$ cat src/rtl/act_pkg.sv
/*
 Package of the converter calibration and serial transmit control block:
 register offsets, field positions, reset values, counts and enumerations.
 Assumes a 200 MHz aclk and an AXI4-Lite master outside.
*/
package act_pkg;
   localparam int          ACT_CLK_MHZ       = 200;
   // Power-up wait and calibration length, in sampling clock cycles
   localparam int          ACT_PWRUP_CYC     = 8400000;
   localparam int          ACT_CAL_CYC       = 1000000;
   // Register byte offsets
   localparam logic [7:0]  ACT_OFS_CTRL      = 8'h00;
   localparam logic [7:0]  ACT_OFS_DIV       = 8'h04;
   localparam logic [7:0]  ACT_OFS_LINK      = 8'h08;
   localparam logic [7:0]  ACT_OFS_STATUS    = 8'h0c;
   localparam logic [7:0]  ACT_OFS_PARAM     = 8'h10;
   localparam logic [7:0]  ACT_OFS_ID        = 8'h14;
   // Control register fields
   localparam int          ACT_CTRL_PDN      = 0;
   localparam int          ACT_CTRL_OFSBIN   = 1;
   // Link register fields
   localparam int          ACT_LINK_SCR      = 0;
   localparam int          ACT_LINK_K_LSB    = 8;
   localparam int          ACT_LINK_TP_LSB   = 16;
   localparam int          ACT_LINK_STEP_LSB = 20;
   // Status register fields
   localparam int          ACT_ST_CAL_DONE   = 0;
   localparam int          ACT_ST_CAL_BUSY   = 1;
   localparam int          ACT_ST_REINIT     = 2;
   localparam int          ACT_ST_SYSREF     = 3;
   // Reset values and the K minimum
   localparam logic [1:0]  ACT_DIV_RST       = 2'h0;
   localparam logic [4:0]  ACT_K_RST         = 5'h1f;
   localparam logic [4:0]  ACT_K_MIN         = 5'h08;
   localparam logic [3:0]  ACT_TP_RST        = 4'h0;
   localparam logic [7:0]  ACT_STEP_RST      = 8'h01;
   // Fixed link parameters, subclass 1 and one lane, and the offset binary sign flip
   localparam logic [2:0]  ACT_SUBCLASS      = 3'h1;
   localparam logic [4:0]  ACT_LANES         = 5'h01;
   localparam logic [7:0]  ACT_OCTETS        = 8'h02;
   localparam logic [4:0]  ACT_SAMPLES       = 5'h01;
   localparam logic [4:0]  ACT_BITS_PER_LANE = 5'h14;
   localparam logic [15:0] ACT_SIGN_FLIP     = 16'h8000;
   // Arbitrary identity value
   localparam logic [31:0] ACT_ID_VALUE      = 32'h0000_a5c1;

   typedef enum logic [3:0] {
      ACT_TP_DATA  = 4'h0,
      ACT_TP_D215  = 4'h1,
      ACT_TP_K285  = 4'h2,
      ACT_TP_ILA   = 4'h3,
      ACT_TP_PRBS7 = 4'h4,
      ACT_TP_PRB15 = 4'h5,
      ACT_TP_PRB23 = 4'h6,
      ACT_TP_RAMP  = 4'h7
   } act_tp_e;

   typedef enum {
      ACT_CS_WAIT,
      ACT_CS_CAL,
      ACT_CS_DONE,
      ACT_CS_PDN
   } act_cal_e;
endpackage : act_pkg
$ cat src/rtl/act_ctrl.sv
/*
 Calibration sequencing and serial-link configuration control with an
 AXI4-Lite register slave and the sample formatter in its path.
 Assumes samp_clk_en is a one-cycle pulse per sampling clock, made from
 the divided device clock outside, and supplies_ok is synchronous.
*/
// The address map and the AXI4-Lite register port are this design's own decisions.
// Contract
// - Wait power-up delay, then calibrate automatically.
// - Calibration lasts about one million samples.
// - Power-down then normal starts manual calibration.
// - Two's complement default, offset binary selectable.
// - Formatting precedes framing, scrambling, encoding.
// - Subclass 1 only, deterministic latency.
// - Accept periodic, burst or single SYSREF.
// - No lane polarity inversion; AC coupled.
// - Frame parameters fixed by one lane.
// - Only K and scrambling configurable; the link register also sets the test choice and the ramp step.
// - D21.5, K28.5, ILA, PRBS, ramp tests only.
// - Exactly one serial lane.
// - Lane rate twenty times sample rate.
// - Device clock divided by 1, 2, 4, 8.
// - Divide change re-initializes the link.
// - Scrambling off at reset; ILA unscrambled.
`timescale 1ns/10ps
`default_nettype none
module act_ctrl
   import act_pkg::*;
#(
   parameter int PWRUP_CYC = ACT_PWRUP_CYC,
   parameter int CAL_CYC   = ACT_CAL_CYC
)(
   input  wire logic        aclk,
   input  wire logic        aresetn,
   input  wire logic [7:0]  s_axi_awaddr,
   input  wire logic        s_axi_awvalid,
   output logic             s_axi_awready,
   input  wire logic [31:0] s_axi_wdata,
   input  wire logic [3:0]  s_axi_wstrb,
   input  wire logic        s_axi_wvalid,
   output logic             s_axi_wready,
   output logic [1:0]       s_axi_bresp,
   output logic             s_axi_bvalid,
   input  wire logic        s_axi_bready,
   input  wire logic [7:0]  s_axi_araddr,
   input  wire logic        s_axi_arvalid,
   output logic             s_axi_arready,
   output logic [31:0]      s_axi_rdata,
   output logic [1:0]       s_axi_rresp,
   output logic             s_axi_rvalid,
   input  wire logic        s_axi_rready,
   input  wire logic        samp_clk_en,
   input  wire logic        supplies_ok,
   input  wire logic        sysref_in,
   input  wire logic [13:0] sample_in,
   output logic [1:0]       clock_divide_setting,
   output logic             cal_active,
   output logic             link_reinit,
   output logic             scramble_en,
   output logic [4:0]       multiframe_k,
   output logic [3:0]       test_select,
   output logic             sysref_seen,
   output logic [15:0]      tx_word,
   output logic             tx_word_valid
);
   typedef struct packed {
      logic [1:0]  wr_got;   // bit1 address, bit0 data taken
      logic [7:0]  wr_addr;
      logic [31:0] wr_data;
      logic [3:0]  wr_strb;
      logic        bvalid;
      logic [1:0]  bresp;
      logic        rvalid;
      logic [31:0] rdata;
      logic [1:0]  rresp;
      logic        pdn;
      logic        ofsbin;
      logic [1:0]  div_sel;
      logic        scr;
      logic [4:0]  k;
      logic [3:0]  tp;
      logic [7:0]  step;
      act_cal_e    cal;
      logic [23:0] cnt;
      logic        cal_done;
      logic        reinit;
      logic        sysref_d;
      logic        sysref_ev;
   } act_ctl_s;

   act_ctl_s    st_r;
   act_ctl_s    st_nxt;
   logic [31:0] rd_mux;
   logic [15:0] fmt_word;
   logic        fmt_vld;

   localparam logic [23:0] PWRUP_LAST = 24'(PWRUP_CYC - 1);
   localparam logic [23:0] CAL_LAST   = 24'(CAL_CYC - 1);

   always_comb begin
      case (st_r.wr_addr)
         default: rd_mux = 32'h0000_0000;
      endcase
      case (s_axi_araddr)
         ACT_OFS_CTRL:   rd_mux = {30'h0, st_r.ofsbin, st_r.pdn};
         ACT_OFS_DIV:    rd_mux = {30'h0, st_r.div_sel};
         ACT_OFS_LINK:   rd_mux = {4'h0, st_r.step, st_r.tp, 3'h0, st_r.k,
                                   7'h0, st_r.scr};
         ACT_OFS_STATUS: rd_mux = {28'h0, st_r.sysref_ev, st_r.reinit,
                                   (st_r.cal == ACT_CS_CAL), st_r.cal_done};
         // Fixed lane, frame and subclass values
         ACT_OFS_PARAM:  rd_mux = {ACT_BITS_PER_LANE, ACT_SUBCLASS,
                                   ACT_SAMPLES, ACT_LANES, ACT_OCTETS,
                                   3'h0, 3'h0};
         ACT_OFS_ID:     rd_mux = ACT_ID_VALUE;
         default:        rd_mux = 32'h0000_0000;
      endcase
   end

   always_comb begin
      st_nxt = st_r;
      st_nxt.reinit = 1'b0;
      // Edge capture works for periodic, burst or one-shot alike
      st_nxt.sysref_d = sysref_in;
      if (sysref_in && !st_r.sysref_d) begin
         st_nxt.sysref_ev = 1'b1;
      end

      // Write channel: address and data in either order
      if (s_axi_awvalid && !st_r.wr_got[1] && !st_r.bvalid) begin
         st_nxt.wr_got[1] = 1'b1;
         st_nxt.wr_addr   = s_axi_awaddr;
      end
      if (s_axi_wvalid && !st_r.wr_got[0] && !st_r.bvalid) begin
         st_nxt.wr_got[0] = 1'b1;
         st_nxt.wr_data   = s_axi_wdata;
         st_nxt.wr_strb   = s_axi_wstrb;
      end
      if (st_r.bvalid && s_axi_bready) begin
         st_nxt.bvalid = 1'b0;
      end
      if (st_r.wr_got == 2'b11) begin
         st_nxt.wr_got = 2'b00;
         st_nxt.bvalid = 1'b1;
         st_nxt.bresp  = 2'b00;
         case (st_r.wr_addr)
            ACT_OFS_CTRL: begin
               if (st_r.wr_strb[0]) begin
                  st_nxt.pdn    = st_r.wr_data[ACT_CTRL_PDN];
                  st_nxt.ofsbin = st_r.wr_data[ACT_CTRL_OFSBIN];
               end
            end
            ACT_OFS_DIV: begin
               if (st_r.wr_strb[0]) begin
                  st_nxt.div_sel = st_r.wr_data[1:0];
                  if (st_r.wr_data[1:0] != st_r.div_sel) begin
                     st_nxt.reinit = 1'b1;
                  end
               end
            end
            ACT_OFS_LINK: begin
               // Only K, scrambling, test choice and ramp step can change
               if (st_r.wr_strb[0]) begin
                  st_nxt.scr = st_r.wr_data[ACT_LINK_SCR];
               end
               if (st_r.wr_strb[1]) begin
                  st_nxt.k = (st_r.wr_data[ACT_LINK_K_LSB +: 5] < ACT_K_MIN)
                           ? ACT_K_MIN : st_r.wr_data[ACT_LINK_K_LSB +: 5];
               end
               if (st_r.wr_strb[2]) begin
                  // Unlisted codes fall back to live data
                  st_nxt.tp = (st_r.wr_data[ACT_LINK_TP_LSB +: 4] >
                               ACT_TP_RAMP) ? ACT_TP_DATA
                            : st_r.wr_data[ACT_LINK_TP_LSB +: 4];
               end
               if (st_r.wr_strb[2] || st_r.wr_strb[3]) begin
                  st_nxt.step = st_r.wr_data[ACT_LINK_STEP_LSB +: 8];
               end
            end
            ACT_OFS_STATUS: begin
               // Write one clears; a new edge in this cycle wins
               if (st_r.wr_strb[0] && st_r.wr_data[ACT_ST_SYSREF]
                   && !(sysref_in && !st_r.sysref_d)) begin
                  st_nxt.sysref_ev = 1'b0;
               end
            end
            ACT_OFS_PARAM, ACT_OFS_ID: st_nxt.bresp = 2'b00;
            default: st_nxt.bresp = 2'b10;
         endcase
      end

      // Read channel
      if (st_r.rvalid && s_axi_rready) begin
         st_nxt.rvalid = 1'b0;
      end
      if (s_axi_arvalid && !st_r.rvalid) begin
         st_nxt.rvalid = 1'b1;
         st_nxt.rdata  = rd_mux;
         st_nxt.rresp  = (s_axi_araddr > ACT_OFS_ID ||
                          s_axi_araddr[1:0] != 2'b00) ? 2'b10 : 2'b00;
      end

      // Calibration sequencer
      case (st_r.cal)
         ACT_CS_WAIT: begin
            st_nxt.cal_done = 1'b0;
            if (!supplies_ok) begin
               st_nxt.cnt = '0;
            end else if (samp_clk_en) begin
               if (st_r.cnt == PWRUP_LAST) begin
                  st_nxt.cnt = '0;
                  st_nxt.cal = ACT_CS_CAL;
               end else begin
                  st_nxt.cnt = st_r.cnt + 24'h000001;
               end
            end
         end
         ACT_CS_CAL: begin
            st_nxt.cal_done = 1'b0;
            if (!supplies_ok) begin
               st_nxt.cnt = '0;
               st_nxt.cal = ACT_CS_WAIT;
            end else if (st_r.pdn) begin
               st_nxt.cal = ACT_CS_PDN;
            end else if (samp_clk_en) begin
               if (st_r.cnt == CAL_LAST) begin
                  st_nxt.cal      = ACT_CS_DONE;
                  st_nxt.cal_done = 1'b1;
               end else begin
                  st_nxt.cnt = st_r.cnt + 24'h000001;
               end
            end
         end
         ACT_CS_DONE: begin
            if (!supplies_ok) begin
               st_nxt.cnt      = '0;
               st_nxt.cal_done = 1'b0;
               st_nxt.cal      = ACT_CS_WAIT;
            end else if (st_r.pdn) begin
               st_nxt.cal_done = 1'b0;
               st_nxt.cal      = ACT_CS_PDN;
            end
         end
         ACT_CS_PDN: begin
            st_nxt.cal_done = 1'b0;
            if (!supplies_ok) begin
               // No calibration start without valid supplies
               st_nxt.cnt = '0;
               st_nxt.cal = ACT_CS_WAIT;
            end else if (!st_r.pdn) begin
               // Leaving power-down starts a manual run
               st_nxt.cnt = '0;
               st_nxt.cal = ACT_CS_CAL;
            end
         end
         default: begin
            st_nxt.cnt = '0;
            st_nxt.cal = ACT_CS_WAIT;
         end
      endcase
   end

   always_ff @(posedge aclk) begin
      if (!aresetn) begin
         st_r        <= '0;
         st_r.div_sel <= ACT_DIV_RST;
         st_r.k      <= ACT_K_RST;
         st_r.tp     <= ACT_TP_RST;
         st_r.step   <= ACT_STEP_RST;
         st_r.cal    <= ACT_CS_WAIT;
      end else begin
         st_r <= st_nxt;
      end
   end

   // Formatted samples feed the framer, ahead of the scrambler
   act_fmt u_fmt (
      .aclk       (aclk),
      .aresetn    (aresetn),
      .samp_en    (samp_clk_en),
      .sample_in  (sample_in),
      .offset_bin (st_r.ofsbin),
      .test_sel   (st_r.tp),
      .ramp_step  (st_r.step),
      .word_out   (fmt_word),
      .word_valid (fmt_vld)
   );

   assign s_axi_awready = !st_r.wr_got[1] && !st_r.bvalid;
   assign s_axi_wready  = !st_r.wr_got[0] && !st_r.bvalid;
   assign s_axi_bvalid  = st_r.bvalid;
   assign s_axi_bresp   = st_r.bresp;
   assign s_axi_arready = !st_r.rvalid;
   assign s_axi_rvalid  = st_r.rvalid;
   assign s_axi_rdata   = st_r.rdata;
   assign s_axi_rresp   = st_r.rresp;
   assign clock_divide_setting = st_r.div_sel;
   assign cal_active    = (st_r.cal == ACT_CS_CAL);
   assign link_reinit   = st_r.reinit;
   // No polarity control exists on the lane
   assign scramble_en   = st_r.scr;
   assign multiframe_k  = st_r.k;
   assign test_select   = st_r.tp;
   assign sysref_seen   = st_r.sysref_ev;
   assign tx_word       = fmt_word;
   assign tx_word_valid = fmt_vld;
endmodule : act_ctrl
`default_nettype wire

$ cat src/rtl/act_fmt.sv
/*
 Sample formatter: two's complement or offset binary, or the ramp when test_sel picks it,
 marking, registered ahead of framing, scrambling and 8b/10b encoding.
 Assumes sample_in is 14-bit two's complement, MSB aligned into 16 bits.
*/
`timescale 1ns/10ps
`default_nettype none
module act_fmt
   import act_pkg::*;
(
   input  wire logic        aclk,
   input  wire logic        aresetn,
   input  wire logic        samp_en,
   input  wire logic [13:0] sample_in,
   input  wire logic        offset_bin,
   input  wire logic [3:0]  test_sel,
   input  wire logic [7:0]  ramp_step,
   output logic      [15:0] word_out,
   output logic             word_valid
);
   typedef struct packed {
      logic [15:0] word;
      logic [15:0] ramp;
      logic        vld;
   } act_fmt_s;

   act_fmt_s st_r;
   act_fmt_s st_nxt;

   always_comb begin
      st_nxt     = st_r;
      st_nxt.vld = samp_en;
      if (samp_en) begin
         st_nxt.ramp = st_r.ramp + {8'h00, ramp_step};
         if (test_sel == ACT_TP_RAMP) begin
            st_nxt.word = st_r.ramp;
         end else if (offset_bin) begin
            // Flip of the sign bit gives offset binary
            st_nxt.word = {sample_in, 2'b00} ^ ACT_SIGN_FLIP;
         end else begin
            st_nxt.word = {sample_in, 2'b00};
         end
      end
   end

   always_ff @(posedge aclk) begin
      if (!aresetn) begin
         st_r <= '0;
      end else begin
         st_r <= st_nxt;
      end
   end

   assign word_out   = st_r.word;
   assign word_valid = st_r.vld;
endmodule : act_fmt
`default_nettype wire

$ cat config.mk
export PLATFORM = sky130hd
export DESIGN_NAME = act_ctrl
export DESIGN_NICKNAME = d
export VERILOG_FILES = /design/src/rtl/act_pkg.sv /design/src/rtl/act_ctrl.sv /design/src/rtl/act_fmt.sv
export SDC_FILE = /design/constraint.sdc
export NUM_CORES = 1
export LEC_CHECK = 0
export BUFFER_PORTS_ARGS = -buffer_cell sky130_fd_sc_hd__buf_2
export CORE_MARGIN = 4
export CORE_UTILIZATION = 27
export CTS_CLUSTER_SIZE = 12
export DETAILED_ROUTE_END_ITERATION = 12
export PLACE_DENSITY = 0.56
export SKIP_LAST_GASP = 1
export SLEW_MARGIN = 20
export SYNTH_ARGS = -nofsm -noshare
export SYNTH_HDL_FRONTEND = slang
export SYNTH_HIERARCHICAL = 1
export SYNTH_SLANG_ARGS = --single-unit
$ cat constraint.sdc
create_clock -name aclk -period 3.6 [get_ports aclk]
set_clock_uncertainty 0.2 [all_clocks]
set_input_delay 0.18 -clock aclk [delete_from_list [all_inputs] [get_ports aclk]]
set_output_delay 0.18 -clock aclk [all_outputs]
set_load 0.005 [all_outputs]
# Word-level counts from Yosys, hierarchy flattened
# Index checks and enable logic that the tools add are counted.
# W data, S select, Z words.
[op_classes] addsub=2 multipliers=0 div=0 magnitude_cmp=3 n_eq_ne=31 shift=0 n_mux=38 n_bitwise=2 reduce_logical=40
[ops] cell="$mux W56" count=4
[ops] cell="$pmux W56 S4" count=1
[ops] cell="$mux W32" count=6
[ops] cell="$pmux W32 S6" count=1
[ops] cell="$eq A32 B2 Y1 const B" count=3
[ops] cell="$mux W24" count=4
[ops] cell="$mux W57" count=1
[ops] cell="$mux W35" count=1
[ops] cell="$eq A32 B1 Y1 const B" count=1
[ops] cell="$eq A8 B4 Y1 const B" count=4
[ops] cell="$eq A8 B5 Y1 const B" count=4
[ops] cell="$logic_not A32 Y1" count=1
[ops] cell="$mux W16" count=2
[ops] cell="$mux W25" count=1
[ops] cell="$add A24 B1 Y24 const B" count=1
[ops] cell="$eq A24 B20 Y1 const B" count=1
[ops] cell="$eq A24 B24 Y1 const B" count=1
[ops] cell="$ne A3 B3 Y1 const B" count=6
[ops] cell="$reduce_and A3 Y1" count=6
[ops] cell="$add A16 B8 Y16" count=1
[ops] cell="$eq A8 B3 Y1 const B" count=2
[ops] cell="$logic_not A8 Y1" count=2
[ops] cell="$logic_and A1 B1 Y1" count=12
[ops] cell="$mux W1" count=11
[ops] cell="24 further kinds" count=39
[word_totals] ff_bits=195 latchBits=0 ram_bits=0 romBits=0 inputBits=76 out_inout_bits=73 wordCells=142 mem_count=0

# Longest topological paths before layout
[depth] word_depth=7 ltp_mapped=9 ltp_nobuf=7

# Modules after synthesis
# The synthesis kept the hierarchy.
[by_module_without_submodules] mod="act_ctrl" n_inst=1 cells_per_inst=636 area_per_inst_um2=5362.6 seq_area_each_um2=2282.2
[by_module_without_submodules] mod="act_fmt" n_inst=1 cells_per_inst=229 area_per_inst_um2=2069.5 seq_area_each_um2=660.6

# Worst setup path after synthesis
# No wires, ideal clock.
[synth_timing] kind="flip-flop to flip-flop" start="reg st_r[29] (netlist name)" end="reg st_r[13] (netlist name)" setup_time_ps=70 t_arrival_ps=2101 required_ps=3330 setup_slack_ps=1229 path_stages_with_launch=9 n_path_buf=1 synth_period_minus_slack_ps=2371 path_cell_list="dfxtp_1 -> inv_1 -> ha_1 -> buf_2 -> o21a_1 -> o31ai_2 -> o21ai_2 -> or4_1 -> a21oi_1"
[synth_between] elab_chain_len=3 elab_cells_between_ends=12 classes_between="eq/ne: 9; mux: 1; reduce/logical: 2"
[synth_lines] item="start, declared" line_no="act_ctrl.sv:91" text="act_ctl_s st_r;"
[synth_lines] item="start signal, assigned" line_no="act_ctrl.sv:272" text="st_r <= st_nxt;"
[synth_lines] item="$eq A32 B1 Y1 (tied with other cells)" line_no="act_ctrl.sv:204" text="case (st_r.cal)"
[synth_lines] item="$ne A3 B3 Y1 (no line) or $ne A2 B2 Y1 (tied branches)"
[synth_lines] item="$reduce_and A6 Y1 (no line)"
# Parallel ways exist; a longest one is shown, timed or not.
# A chain may end at the register's enable or synchronous reset.

# Worst setup path after layout
[layout_timing] start="reg st_r[29] (netlist name)" end="reg st_r[9] (netlist name)"
# Same word-level chain as after synthesis.

==> results.toml <==
[outcome]
status = "finished, final reports clean"

[synth]
synthCells = 865
yosys.area.top_type_share_pct = 39.6
synth_common_cells = "dfxtp_1 (147), nand2_1 (128), nor2_1 (67)"
synth-edff-count = 0
yosys_warnings = 6
synth-seq-cells = 147
avgSynthCellArea_um2 = 8.59
yosys.area.top_type = "dfxtp_1"
syn_area_um2 = 7430
synth_area_leaders = "dfxtp_1 (40%), buf_4 (6.5%), nand2_1 (6.5%), mux2i_1 (4.6%), a21oi_1 (4.4%)"
synth_most_common_cell = "dfxtp_1"
seq_area_frac_synth_pct = 39.6
ys_types = 80
async_flop_share_pct = 0
ys.flop_type = "dfxtp_1"

[clock_tree]
cts.path.max_buffers = 2
clkSinkCount = 147
clkSlewWorstSetupHoldPaths_ns = 0.07
insertion_delay_ns = 0.43
cts_made_buffers = 17
cts_root_buf = "clkbuf_16"
cts_tree = "done"
h-tree-depth = 4

[sta]
post-route-period-util_pct = 77.1
max_freq_mhz = 360
setup_tns_ns = 0
finalSetupViolCount = 0
worst_slack_ns = 0.823
hold_viol = 0
slew_headroom_pct = 30.9
tightest_slew_ns = 1.04
rsz0062_at_grt = "no"
slew_viol_final = 0
fin_hold_ws_ns = 0.0183
min_period_ns = 2.78

[power_and_ir_drop]
p_int_uw = 2820
p_per_area_nw_per_um2 = 424
p_seq_share_pct = 44.7
power_uw = 3830
switching_power_uw = 1010
leakage_uw = 0.00378
ir_drop_uv = 320
combPwrFrac_pct = 8.5
netSwitchingFraction_pct = 26.3
clkPwrFrac_pct = 46.8

[final_layout]
area_growth_pct = 21.6
nNetsFinal = 1060
final_area_um2 = 9040
drive_gt1_share_pct = 19.7

[setup_path]
cp.required_ns = 3.72
path_max_fanout = 18
worstSetupPathType = "flop to flop"
crit_path_start_kind = "flop"
arrival_ns = 2.89
endpoint_kind = "flop"

[floorplanning]
io_pins = 149
die_h_um = 174
die_w_um = 174
die-area_um2 = 30200
num_rows = 60
core_area_um2 = 27000
initial_core_util_pct = 27.5

[place]
io_buffers = 130
place_congestion = 0.788
pre_cts_ws_ns = 0.819
placed_area_um2 = 7900
dpl.hpwl_mm = 13.5

[global_routing]
grt_pass1_vias = 6177
grt_pass1_wl_mm = 31.9
grt-ovfl-total = 0
antenna_found_initial = 0
grt_max_degree = 80
track_usage_pct = 12.7

[min_path]
hold_class = "input pin to flop"

[drt]
route.detailed.drc = 0
wirelength_mm = 19.4
antenna_left = 0
vias = 6367
dr.pass1.iters = 4
vias_per_cell = 4.81
drt_iter0_drc = 297
wl_per_cell_um = 14.7

[flow_run]
cap_violations = 0
## per-layer routing
layer	share of wire [%]	GRT usage (%)	vias up
met4	1.3	3.70	0
met5	0	0	-
met3	3.8	2.65	19
met2	48	21.5	118
li1	-	-	3218
met1	47	16.4	3012
## cells in the final DEF, fill, tap and decap left out, drive strengths merged, types with 10 or more instances in the layout
| cell | n |
|---|---|
| clkbuf | 18 |
| inv | 19 |
| mux2i | 34 |
| xnor2 | 16 |
| nand4 | 14 |
| a22oi | 20 |
| o21ai | 23 |
| nand2 | 129 |
| a211oi | 10 |
| dlygate4sd3 | 54 |
| nand3 | 24 |
| nor3 | 14 |
| a21oi | 66 |
| buf | 136 |
| o211ai | 11 |
| o211a | 14 |
| nor2 | 67 |
| ha | 14 |
| nand2b | 13 |
| dfxtp | 147 |
## worst paths after layout
kind                       from        end  slack, ns  cells past startpoint
setup / recovery       st_r[29]    st_r[9]       0.82                      7
hold / removal    s_axi_awvalid  st_r[160]       0.02                      4
setup reg to reg       st_r[29]    st_r[9]       0.82                      7
hold reg to reg       st_r[149]  st_r[149]       0.26                      2
## state kept, by name (all words and copies together), names as in the netlist, 2 cells and up
signal / flops
test_select: 4
multiframe_k: 5
u_fmt/word_out: 16
clock_divide_setting: 2
u_fmt/st_r: 16
s_axi_rdata: 24
st_r: 72
## layout make-up
cell class / instances / area (um2)
inverters: 13 / 48.8
fillers: 2826 / 18000
clock inverters: 14 / 159
flip-flops and latches: 147 / 2940
well taps: 341 / 427
multi-input cells: 600 / 3780
repair buffers: 190 / 1240
clock buffers: 18 / 439
diodes: 1 / 2.50
## kinds of logic (layout without fill, tap and decap cells)
group,count (synthesis),in the layout,share of synthesized area [%]
fa+ha+maj,15,15,2.63
buf+inv,123,235,9.81
flops,147,147,39.6
other cells,1,7,0.0505
xor+xnor,20,20,2.36
simple gates,337,337,23.2
mux,35,35,4.73
compound gates,187,187,17.6
## power groups by stage
stage	logic [uW]	clock network [uW]	registers, uW
4_1_cts	331	1850	1710
6_report	326	1790	1710
2_1_floorplan	202	0	1740
5_1_grt	366	1920	1720
3_3_place_gp	281	0	1750
3_5_place_dp	284	0	1750
## through the flow
stage          std cells  util [%]
6_report            1324      33.4
5_1_grt             1323      33.4
4_1_cts             1323      33.4
3_5_place_dp        1237      29.2
3_3_place_gp        1237      29.2
2_1_floorplan        870         -
## worst max-delay path: stages, from the launching register on
cell and delay [ns]:
dfxtp_1 0.37, inv_1 0.09, ha_1 0.32, o21a_1 0.25, o31ai_2 0.37, o21ai_2 0.30, o21ai_4 0.54, o21ba_1 0.22
## what timing repair did
action	in CTS	in global routing
hold endpoints to repair	55	0
setup buffers	0	0
resized for setup	0	0
hold buffers	54	0
Note: power is estimated with default switching activity, not from simulation.
